===== config.mk =====
export PLATFORM = sky130hd
export DESIGN_NAME = tscr_regs
export DESIGN_NICKNAME = d
export VERILOG_FILES = /design/src/rtl/tscr_regs.v
export VERILOG_INCLUDE_DIRS = /design/src /design/src/rtl
export SDC_FILE = /design/constraint.sdc
export NUM_CORES = 2
export LEC_CHECK = 0
export BUFFER_PORTS_ARGS = -buffer_cell sky130_fd_sc_hd__buf_2
export CAP_MARGIN = 40
export CORE_AREA = 5 5 478 433
export DETAILED_ROUTE_END_ITERATION = 8
export DIE_AREA = 0 0 483 438
export PLACE_DENSITY = 0.66
export SLEW_MARGIN = 20
export SYNTH_ARGS = -nofsm -noshare
export SYNTH_HDL_FRONTEND = slang
export SYNTH_SLANG_ARGS = --single-unit

===== constraint.sdc =====
create_clock -name mclk -period 12.6 [get_ports mclk]
set_input_delay 3.15 -clock mclk [delete_from_list [all_inputs] [get_ports mclk]]
set_output_delay 3.15 -clock mclk [all_outputs]
set_load 0.02 [all_outputs]

===== src/rtl/tscr_map.vh =====
`ifndef TSCR_MAP_VH
`define TSCR_MAP_VH
// Status register numbers
`define TSCR_TILE_CONTROL 8'h02
`define TSCR_BOOT_STATUS 8'h03
`define TSCR_SECURITY 8'h05
`define TSCR_RING_CONTROL 8'h06
`define TSCR_RING_TILE_CELL 8'h07
`define TSCR_RING_TILE_WIRE 8'h08
`define TSCR_RING_PERIPH_CELL 8'h09
`define TSCR_RING_PERIPH_WIRE 8'h0a
`define TSCR_RAM_SIZE 8'h0c
`define TSCR_DEBUG_STATUS 8'h10
// Tile control fields
`define TSCR_TXDLY_HI 25
`define TSCR_TXDLY_LO 18
`define TSCR_TXDIV_HI 17
`define TSCR_TXDIV_LO 9
`define TSCR_RGMII_EN 8
`define TSCR_LP_DYNAMIC 5
`define TSCR_LP_ENABLE 4
`define TSCR_UTMI_SEL 2
`define TSCR_ULPI_EN 1
`define TSCR_CTRL_WMASK 32'h03ffff36
`define TSCR_CTRL_RESET 32'h00000000
// Security fields
`define TSCR_SEC_WLOCK 31
`define TSCR_SEC_GDBG_DIS 14
`define TSCR_SEC_LOCK_ALL 12
`define TSCR_SEC_LOCK_HI 11
`define TSCR_SEC_LOCK_LO 8
`define TSCR_SEC_OTP_RED 7
`define TSCR_SEC_OTP_BOOT 5
`define TSCR_SEC_JCFG_DIS 4
`define TSCR_SEC_TAP_DIS 0
`define TSCR_SEC_WMASK 32'h80005ff1
`define TSCR_SEC_RESET 32'h00000000
// Ring oscillator control fields
`define TSCR_RING_CORE_EN 1
`define TSCR_RING_PERIPH_EN 0
// Debug saved status word
`define TSCR_DSS_WMASK 32'h000006df
`define TSCR_DSS_RESET 32'h00000000
// RAM size in bytes, bits 1:0 read as zero
`define TSCR_RAM_BYTES 32'h00080000
// Low-power divider ratio in core cycles
`define TSCR_LP_DIV 4'h8
`endif


===== src/rtl/tscr_regs.v =====
`timescale 1ns/10ps
`include "tscr_map.vh"

// Functional notes
// Tile control 25:18 holds TX data delay
// TX clock high at divider, low at half
// Software writes divide ratio minus one
// Tile control bit 8 enables RGMII ports
// Bit 4 enables low-power clock divider
// Bit 5 dynamic: divide only when paused
// Bit 2 selects UTMI, clear selects ULPI
// Bit 1 enables ULPI support module
// Boot status read-only: processor number, PLL pins
// Boot status flags at bits 8,5,4,3,2
// Security bit 31 blocks further writes
// Security register loaded from OTP word
// Sector locks 11:8, lock-all at 12
// Bits 14,0,4 disable debug, TAP, config
// Bit 5 OTP boot, bit 7 redundancy
// Four ring counters, start/stop bits 1,0
// Read counters ten cycles after stopping
// Counters read as 16 bits, 0x07-0x0A
// Counter values survive system reset
// Oscillators asynchronous, usable for randomness
// RAM size register, bits 1:0 reserved
// Saved status captured on debugger entry
// Software forms resource ID from number
// Counter values synchronised before reading
module tscr_regs (
   // Clock and reset
   input wire mclk,
   input wire rst,
   // Status instruction port
   input wire psReq,
   input wire psWrite,
   input wire [7:0] psNum,
   input wire [31:0] psWrData,
   output reg psAck,
   output reg [31:0] psRdData,
   // Core state
   input wire debugMode,
   input wire debugEntry,
   input wire [31:0] threadStatus,
   input wire allPaused,
   // Boot information
   input wire [1:0] bootPllPins,
   input wire [7:0] procNumber,
   input wire bootOverride,
   input wire core1Off,
   input wire skipOtpPoll,
   input wire bootFromRam,
   input wire bootFromJtag,
   // One-time memory security word
   input wire otpSecValid,
   input wire [31:0] otpSecWord,
   // Ring oscillators
   input wire [3:0] ringOscIn,
   output reg coreRingRun,
   output reg periphRingRun,
   // RGMII transmit
   input wire [7:0] txDataIn,
   output reg [7:0] txDataOut,
   output reg txClkOut,
   output reg rgmiiPortEn,
   // Low-power clock
   output reg coreClkEn,
   // USB transceiver
   output reg usbUtmiSel,
   output reg ulpiSupportEn,
   // Security controls
   output reg globalDebugDis,
   output reg jtagTapDis,
   output reg jtagCfgDis,
   output reg otpBootOverride,
   output reg otpRedundancyEn,
   output reg [3:0] otpSectorLock
);

   function sel;
      input [7:0] num;
      input [7:0] reg_num;
      begin
         sel = (num == reg_num);
      end
   endfunction

   reg [31:0] ctrl_q;
   reg [31:0] sec_q;
   reg [1:0] ringCtl_q;
   reg [31:0] dss_q;
   reg [31:0] boot_q;
   reg [1:0] bootMeta_q;
   reg [1:0] bootSync_q;
   reg [1:0] bootWait_q;
   reg [8:0] divCnt_q;
   reg [7:0] txMem [0:255];
   reg [7:0] txWp_q;
   reg [3:0] lpCnt_q;
   reg [3:0] oscMeta_q;
   reg [3:0] oscSync_q;
   reg [3:0] oscLast_q;
   reg [15:0] ringCnt_q [0:3];
   reg [31:0] rdData_d;
   wire wrStb;
   wire [8:0] divVal;
   wire [7:0] dlyVal;
   wire [7:0] txRp;
   wire lpActive;
   wire [3:0] oscRun;

   assign wrStb = psReq & psWrite;
   assign divVal = ctrl_q[`TSCR_TXDIV_HI:`TSCR_TXDIV_LO];
   assign dlyVal = ctrl_q[`TSCR_TXDLY_HI:`TSCR_TXDLY_LO];
   assign txRp = txWp_q - dlyVal;
   assign oscRun = {ringCtl_q[`TSCR_RING_PERIPH_EN], ringCtl_q[`TSCR_RING_PERIPH_EN],
                    ringCtl_q[`TSCR_RING_CORE_EN], ringCtl_q[`TSCR_RING_CORE_EN]};

   // Tile control; reserved bits never store
   always @(posedge mclk or posedge rst)
   begin
      if (rst)
         ctrl_q <= `TSCR_CTRL_RESET;
      else if (wrStb && sel(psNum, `TSCR_TILE_CONTROL))
         ctrl_q <= psWrData & `TSCR_CTRL_WMASK;
   end

   // Security word: OTP load wins over a write in the same cycle
   always @(posedge mclk or posedge rst)
   begin
      if (rst)
         sec_q <= `TSCR_SEC_RESET;
      else if (otpSecValid)
         sec_q <= otpSecWord & `TSCR_SEC_WMASK;
      else if (wrStb && sel(psNum, `TSCR_SECURITY) && !sec_q[`TSCR_SEC_WLOCK])
         sec_q <= psWrData & `TSCR_SEC_WMASK;
   end

   // Ring oscillator start and stop
   always @(posedge mclk or posedge rst)
   begin
      if (rst)
         ringCtl_q <= 2'h0;
      else if (wrStb && sel(psNum, `TSCR_RING_CONTROL))
         ringCtl_q <= psWrData[1:0];
   end

   // Saved status: capture on debugger entry beats a debugger write
   always @(posedge mclk or posedge rst)
   begin
      if (rst)
         dss_q <= `TSCR_DSS_RESET;
      else if (debugEntry)
         dss_q <= threadStatus & (`TSCR_DSS_WMASK | 32'h00000100);
      else if (wrStb && debugMode && sel(psNum, `TSCR_DEBUG_STATUS))
         dss_q <= (psWrData & `TSCR_DSS_WMASK) | (dss_q & 32'h00000100);
   end

   // Boot pins come from outside and pass two flops first
   always @(posedge mclk or posedge rst)
   begin
      if (rst)
      begin
         bootMeta_q <= 2'h0;
         bootSync_q <= 2'h0;
      end
      else
      begin
         bootMeta_q <= bootPllPins;
         bootSync_q <= bootMeta_q;
      end
   end

   // Boot status loads until the synchronised pins have arrived, then freezes
   always @(posedge mclk or posedge rst)
   begin
      if (rst)
      begin
         boot_q <= 32'h00000000;
         bootWait_q <= 2'h0;
      end
      else if (bootWait_q != 2'h3)
      begin
         boot_q <= {8'h00, procNumber, 7'h00, bootOverride, 2'h0, core1Off,
                    skipOtpPoll, bootFromRam, bootFromJtag, bootSync_q};
         bootWait_q <= bootWait_q + 2'h1;
      end
   end

   // TX clock counter; the core clock stands in for the PLL output
   always @(posedge mclk or posedge rst)
   begin
      if (rst)
      begin
         divCnt_q <= 9'h000;
         txClkOut <= 1'b0;
      end
      else
      begin
         if (divCnt_q >= divVal)
         begin
            divCnt_q <= 9'h000;
         end
         else
         begin
            divCnt_q <= divCnt_q + 9'h001;
         end
         if (divCnt_q == divVal)
            txClkOut <= 1'b1;
         else if (divCnt_q == (divVal >> 1))
            txClkOut <= 1'b0;
      end
   end

   // Delay line; a delay of zero still costs the output flop
   always @(posedge mclk)
   begin
      txMem[txWp_q] <= txDataIn;
   end

   always @(posedge mclk or posedge rst)
   begin
      if (rst)
      begin
         txWp_q <= 8'h00;
         txDataOut <= 8'h00;
      end
      else
      begin
         txWp_q <= txWp_q + 8'h01;
         txDataOut <= (dlyVal == 8'h00) ? txDataIn : txMem[txRp];
      end
   end

   // Low-power divider gives one enable in every LP_DIV cycles
   assign lpActive = ctrl_q[`TSCR_LP_ENABLE] &
                     (!ctrl_q[`TSCR_LP_DYNAMIC] | allPaused);

   always @(posedge mclk or posedge rst)
   begin
      if (rst)
      begin
         lpCnt_q <= 4'h0;
         coreClkEn <= 1'b1;
      end
      else if (lpActive)
      begin
         if (lpCnt_q >= `TSCR_LP_DIV - 4'h1)
            lpCnt_q <= 4'h0;
         else
            lpCnt_q <= lpCnt_q + 4'h1;
         coreClkEn <= (lpCnt_q == 4'h0);
      end
      else
      begin
         lpCnt_q <= 4'h0;
         coreClkEn <= 1'b1;
      end
   end

   // Oscillator levels are asynchronous, two flops before edge detection
   always @(posedge mclk)
   begin
      oscMeta_q <= ringOscIn;
      oscSync_q <= oscMeta_q;
      oscLast_q <= oscSync_q;
   end

   // Counters have no reset so that their value survives it
   genvar gi;
   generate
      for (gi = 0; gi < 4; gi = gi + 1)
      begin : gRing
         // Power-up value only; a system reset leaves the count alone
         initial
         begin
            ringCnt_q[gi] = 16'h0000;
         end

         always @(posedge mclk)
         begin
            if (oscRun[gi] && oscSync_q[gi] && !oscLast_q[gi])
               ringCnt_q[gi] <= ringCnt_q[gi] + 16'h0001;
         end
      end
   endgenerate

   // Read mux; unlisted numbers read zero
   always @*
   begin
      rdData_d = 32'h00000000;
      case (psNum)
         `TSCR_TILE_CONTROL: rdData_d = ctrl_q;
         `TSCR_BOOT_STATUS: rdData_d = boot_q;
         `TSCR_SECURITY: rdData_d = sec_q;
         `TSCR_RING_CONTROL: rdData_d = {30'h00000000, ringCtl_q};
         `TSCR_RING_TILE_CELL: rdData_d = {16'h0000, ringCnt_q[0]};
         `TSCR_RING_TILE_WIRE: rdData_d = {16'h0000, ringCnt_q[1]};
         `TSCR_RING_PERIPH_CELL: rdData_d = {16'h0000, ringCnt_q[2]};
         `TSCR_RING_PERIPH_WIRE: rdData_d = {16'h0000, ringCnt_q[3]};
         `TSCR_RAM_SIZE: rdData_d = `TSCR_RAM_BYTES & 32'hfffffffc;
         `TSCR_DEBUG_STATUS: rdData_d = dss_q;
         default: rdData_d = 32'h00000000;
      endcase
   end

   // Every request is answered one cycle later
   always @(posedge mclk or posedge rst)
   begin
      if (rst)
      begin
         psAck <= 1'b0;
      end
      else
      begin
         psAck <= psReq;
      end
   end

   // Read data holds between reads so a slow reader still sees it
   always @(posedge mclk or posedge rst)
   begin
      if (rst)
      begin
         psRdData <= 32'h00000000;
      end
      else if (psReq && !psWrite)
      begin
         psRdData <= rdData_d;
      end
   end

   // Control outputs are flops that follow the registers
   always @(posedge mclk or posedge rst)
   begin
      if (rst)
      begin
         rgmiiPortEn <= 1'b0;
         usbUtmiSel <= 1'b0;
         ulpiSupportEn <= 1'b0;
         coreRingRun <= 1'b0;
         periphRingRun <= 1'b0;
      end
      else
      begin
         rgmiiPortEn <= ctrl_q[`TSCR_RGMII_EN];
         usbUtmiSel <= ctrl_q[`TSCR_UTMI_SEL];
         ulpiSupportEn <= ctrl_q[`TSCR_ULPI_EN];
         coreRingRun <= ringCtl_q[`TSCR_RING_CORE_EN];
         periphRingRun <= ringCtl_q[`TSCR_RING_PERIPH_EN];
      end
   end

   // Security outputs
   always @(posedge mclk or posedge rst)
   begin
      if (rst)
      begin
         globalDebugDis <= 1'b0;
         jtagTapDis <= 1'b0;
         jtagCfgDis <= 1'b0;
         otpBootOverride <= 1'b0;
         otpRedundancyEn <= 1'b0;
         otpSectorLock <= 4'h0;
      end
      else
      begin
         globalDebugDis <= sec_q[`TSCR_SEC_GDBG_DIS];
         jtagTapDis <= sec_q[`TSCR_SEC_TAP_DIS];
         jtagCfgDis <= sec_q[`TSCR_SEC_JCFG_DIS];
         otpBootOverride <= sec_q[`TSCR_SEC_OTP_BOOT];
         otpRedundancyEn <= sec_q[`TSCR_SEC_OTP_RED];
         otpSectorLock <= sec_q[`TSCR_SEC_LOCK_HI:`TSCR_SEC_LOCK_LO] |
                          {4{sec_q[`TSCR_SEC_LOCK_ALL]}};
      end
   end

endmodule // tscr_regs


==> results.cfg <==
[outcome]
status = completed

[cts]
clk_latency_ns = 0.86
cts-resized-gates = 0
cts_buffer_depth = 3
cts_buffers = 210
cts-root-buf = clkbuf_16
cts.sinks = 2264
cts_tree = yes
cts_hold_buf = 0
clkTransAtPathRegs_ns = 0.07
htreeDepth = 4
post-cts-setup-buffers = 0

[die]
placementRows = 157
core_sq_um = 202000
start_util_pct = 44.6
die-area_sq_um = 212000
die_x_microns = 483
die_h_microns = 438
io_pins = 196

[worst_setup_path]
required_ns = 13.34
critPathArrivalTime_ns = 6.66
crit_chain = inv_1 > ha_1 > fa_4 > buf_12 > buf_12 > mux4_2 > nand2_1 > and3_1 > a31oi_1 > a32oi_1 > a31oi_1 > a221o_1
cp-start-kind = flop
crit_slowest_cell = fa_4
slowest_delay_ns = 1.15
crit_fanout = 125
worstSetupEndpointType = flop
path_buf_inv = 3
critPathKind = reg2reg
cp_top_family = compound AO/OA/AOI/OAI gates

[timing]
max_freq_mhz = 169
period_share_pct = 47.0
relSlewSlack_pct = 25.9
tightestPinTransition_ns = 1.11
rsz0062_at_grt = no
tns_ns = 0
final-setup-viol-count = 0
finalCriticalPeriod_ns = 5.92
final_max_slew_viol_count = 0
hold_viol_final = 0
skew_ns = 0.0511

[drt]
routedWlPerCell_microns = 28.0
first_iter_violations = 6122
vias_per_cell = 5.91
drc_errors = 0
wirelength_microns = 222000
ant_nets = 0
dr.pass1.iters = 9
vias = 46800

[global_routing]
grt_pass1_vias = 46300
track_usage_pct = 20.6
grt_pass1_wl_microns = 323000
grt_overflow_total = 0
grt_max_degree = 155
antenna_found_initial = 9

[layout]
areaGrowthSynthToFinish_pct = 13.3
fillCellCount = 16300
layout_commonest_cell = edfxtp_1
finalNetCount = 5209
layout-drive-gt1-share_pct = 24.0
finalNonFillerCells = 7927
multiInputGateArea_sq_um = 21500
layout_common_cells = edfxtp_1 (2,112), mux4_2 (515), nand2_1 (423)
area.sequential_sq_um = 67200

[power]
ir_drop_mv = 0.171
p_int_uw = 12000
power.switching_uw = 3340
p_clk_share_pct = 41.2
pwr-share-seq_pct = 54.0
power_leakage_uw = 0.0336
powerDensity_nw_per_um2 = 150
swShare_pct = 21.8
power.share.combinational_pct = 4.7

[synthesis]
synth.distinct_cells = 75
yosysWarnings = 0
async_flop_share_pct = 6.18
ys.flop_type = edfxtp_1
yosys.area.top_type_share_pct = 70.5
synth-edff-count = 2112
syn_area_sq_um = 90000
synth.area.top_cells = edfxtp_1 (70%), mux4_2 (13%), dfrtp_1 (3.9%)
ys_seq_elements = 2264
avgSynthCellArea_sq_um = 18.9
synth_top_cell_by_area = edfxtp_1
synth_cells = 4751
seq_area_frac_synth_pct = 74.6

[min_path]
min_path_type = reg2reg

[placed_design]
portBuffers = 143
place.gp.congestion = 0.922
post-dp-hpwl_microns = 135000
dp_cells = 7448

[job]
drv_cap = 0
## worst register-to-register path: stages (launching register included)
cell     delay, ns
dfrtp_1       0.46
inv_1         0.18
ha_1          0.23
fa_4          1.15
buf_12        0.62
buf_12        0.82
mux4_2        0.56
nand2_1       0.09
and3_1        0.26
a31oi_1       0.08
a32oi_1       0.71
a31oi_1       0.29
a221o_1       0.34
## cell usage after synthesis, types with 20 or more instances
| cell type | number |
|---|---|
| nor2_1 | 315 |
| buf_4 | 24 |
| xor2_1 | 29 |
| a22oi_1 | 28 |
| mux2i_1 | 112 |
| mux4_2 | 515 |
| clkbuf_1 | 142 |
| o21ai_0 | 36 |
| xnor2_1 | 63 |
| ha_1 | 29 |
| buf_2 | 80 |
| buf_1 | 21 |
| o22ai_1 | 20 |
| a31oi_1 | 42 |
| a211oi_1 | 20 |
| nand2_1 | 431 |
| dfrtp_1 | 139 |
| inv_1 | 54 |
| and3_1 | 81 |
| a222oi_1 | 23 |
| a21oi_1 | 58 |
| edfxtp_1 | 2112 |
| nand3_1 | 77 |
| nand4_1 | 25 |
| mux2_2 | 59 |
## per-layer routing
| metal | part of all wire (%) | vias up | track usage (%) |
|---|---|---|---|
| li1 | - | 19700 | - |
| met1 | 42 | 24600 | 30.3 |
| met2 | 46 | 2231 | 31.0 |
| met3 | 9.5 | 365 | 4.72 |
| met4 | 2.8 | 2 | 6.12 |
| met5 | 0.0077 | - | 0 |
## area by class of cell
| class | count | area share, % |
|---|---|---|
| clock inverter | 122 | 1.24 |
| tap | 2703 | 3.32 |
| sequential | 2264 | 65.9 |
| multi-input combinational | 2169 | 21.1 |
| antenna | 5 | 0.0123 |
| timing repair buffer | 341 | 2.74 |
| clock buffer | 269 | 5.49 |
| inverter | 54 | 0.204 |
## worst paths after layout
kind                            slack [ns]          from      endpoint  depth (start not counted)
worst max-delay path                  6.68     txWp_q[0]  txDataOut[7]                         12
min in group asynchronous             2.41           rst  psRdData[18]                          2
worst min register to register        0.32  oscMeta_q[2]  oscSync_q[2]                          0
worst min-delay path                  0.32  oscMeta_q[2]  oscSync_q[2]                          0
worst max register to register        6.68     txWp_q[0]  txDataOut[7]                         12
max in group asynchronous             9.08           rst  ringCtl_q[0]                          4
## stage by stage
stage          hold slack, ns  utilization (%)  power (uW)  setup slack (ns)  area, sq um
2_1_floorplan           0.310                -        8780              5.70        90000
3_3_place_gp            0.314             46.4        9140              6.59        93800
3_5_place_dp            0.314             46.7        9160              6.71        94300
4_1_cts                 0.329             50.1       15400              6.70       101000
5_1_grt                 0.332             50.5       15800              6.46       102000
6_report                0.325             50.5       15300              6.68       102000
## cell families after synthesis
logic type	Yosys count	synth area share [%]
other	1	0.00417
DFF	2264	74.6
AOI/OAI and AO/OA	344	2.71
and+or+nand+nor	1010	4.85
xor gates and xnor gates	94	0.932
buffers and inverters	322	1.56
muxes	686	14.9
adders and majority gates	30	0.425
## power groups by stage
stage	combinational [uW]	sequential, uW	clock [uW]
after global routing	767	8280	6730
after CTS	715	8280	6400
after detailed placement	714	8440	0
after floorplan	339	8440	0
after global placement	694	8440	0
final	725	8280	6320
## flip-flops by register name (all words and copies together) (netlist names), 2 cells and up
signal / count
bootWait_q: 2
bootMeta_q: 2
divCnt_q: 9
txWp_q: 8
otpSectorLock: 4
dss_q: 10
txMem: 2048
oscSync_q: 4
sec_q: 12
oscMeta_q: 4
ringCnt_q: 64
bootSync_q: 2
ctrl_q: 22
oscLast_q: 4
psRdData: 27
ringCtl_q: 2
txDataOut: 8
boot_q: 15
lpCnt_q: 4
No activity file was read; power rests on OpenSTA's default activity.
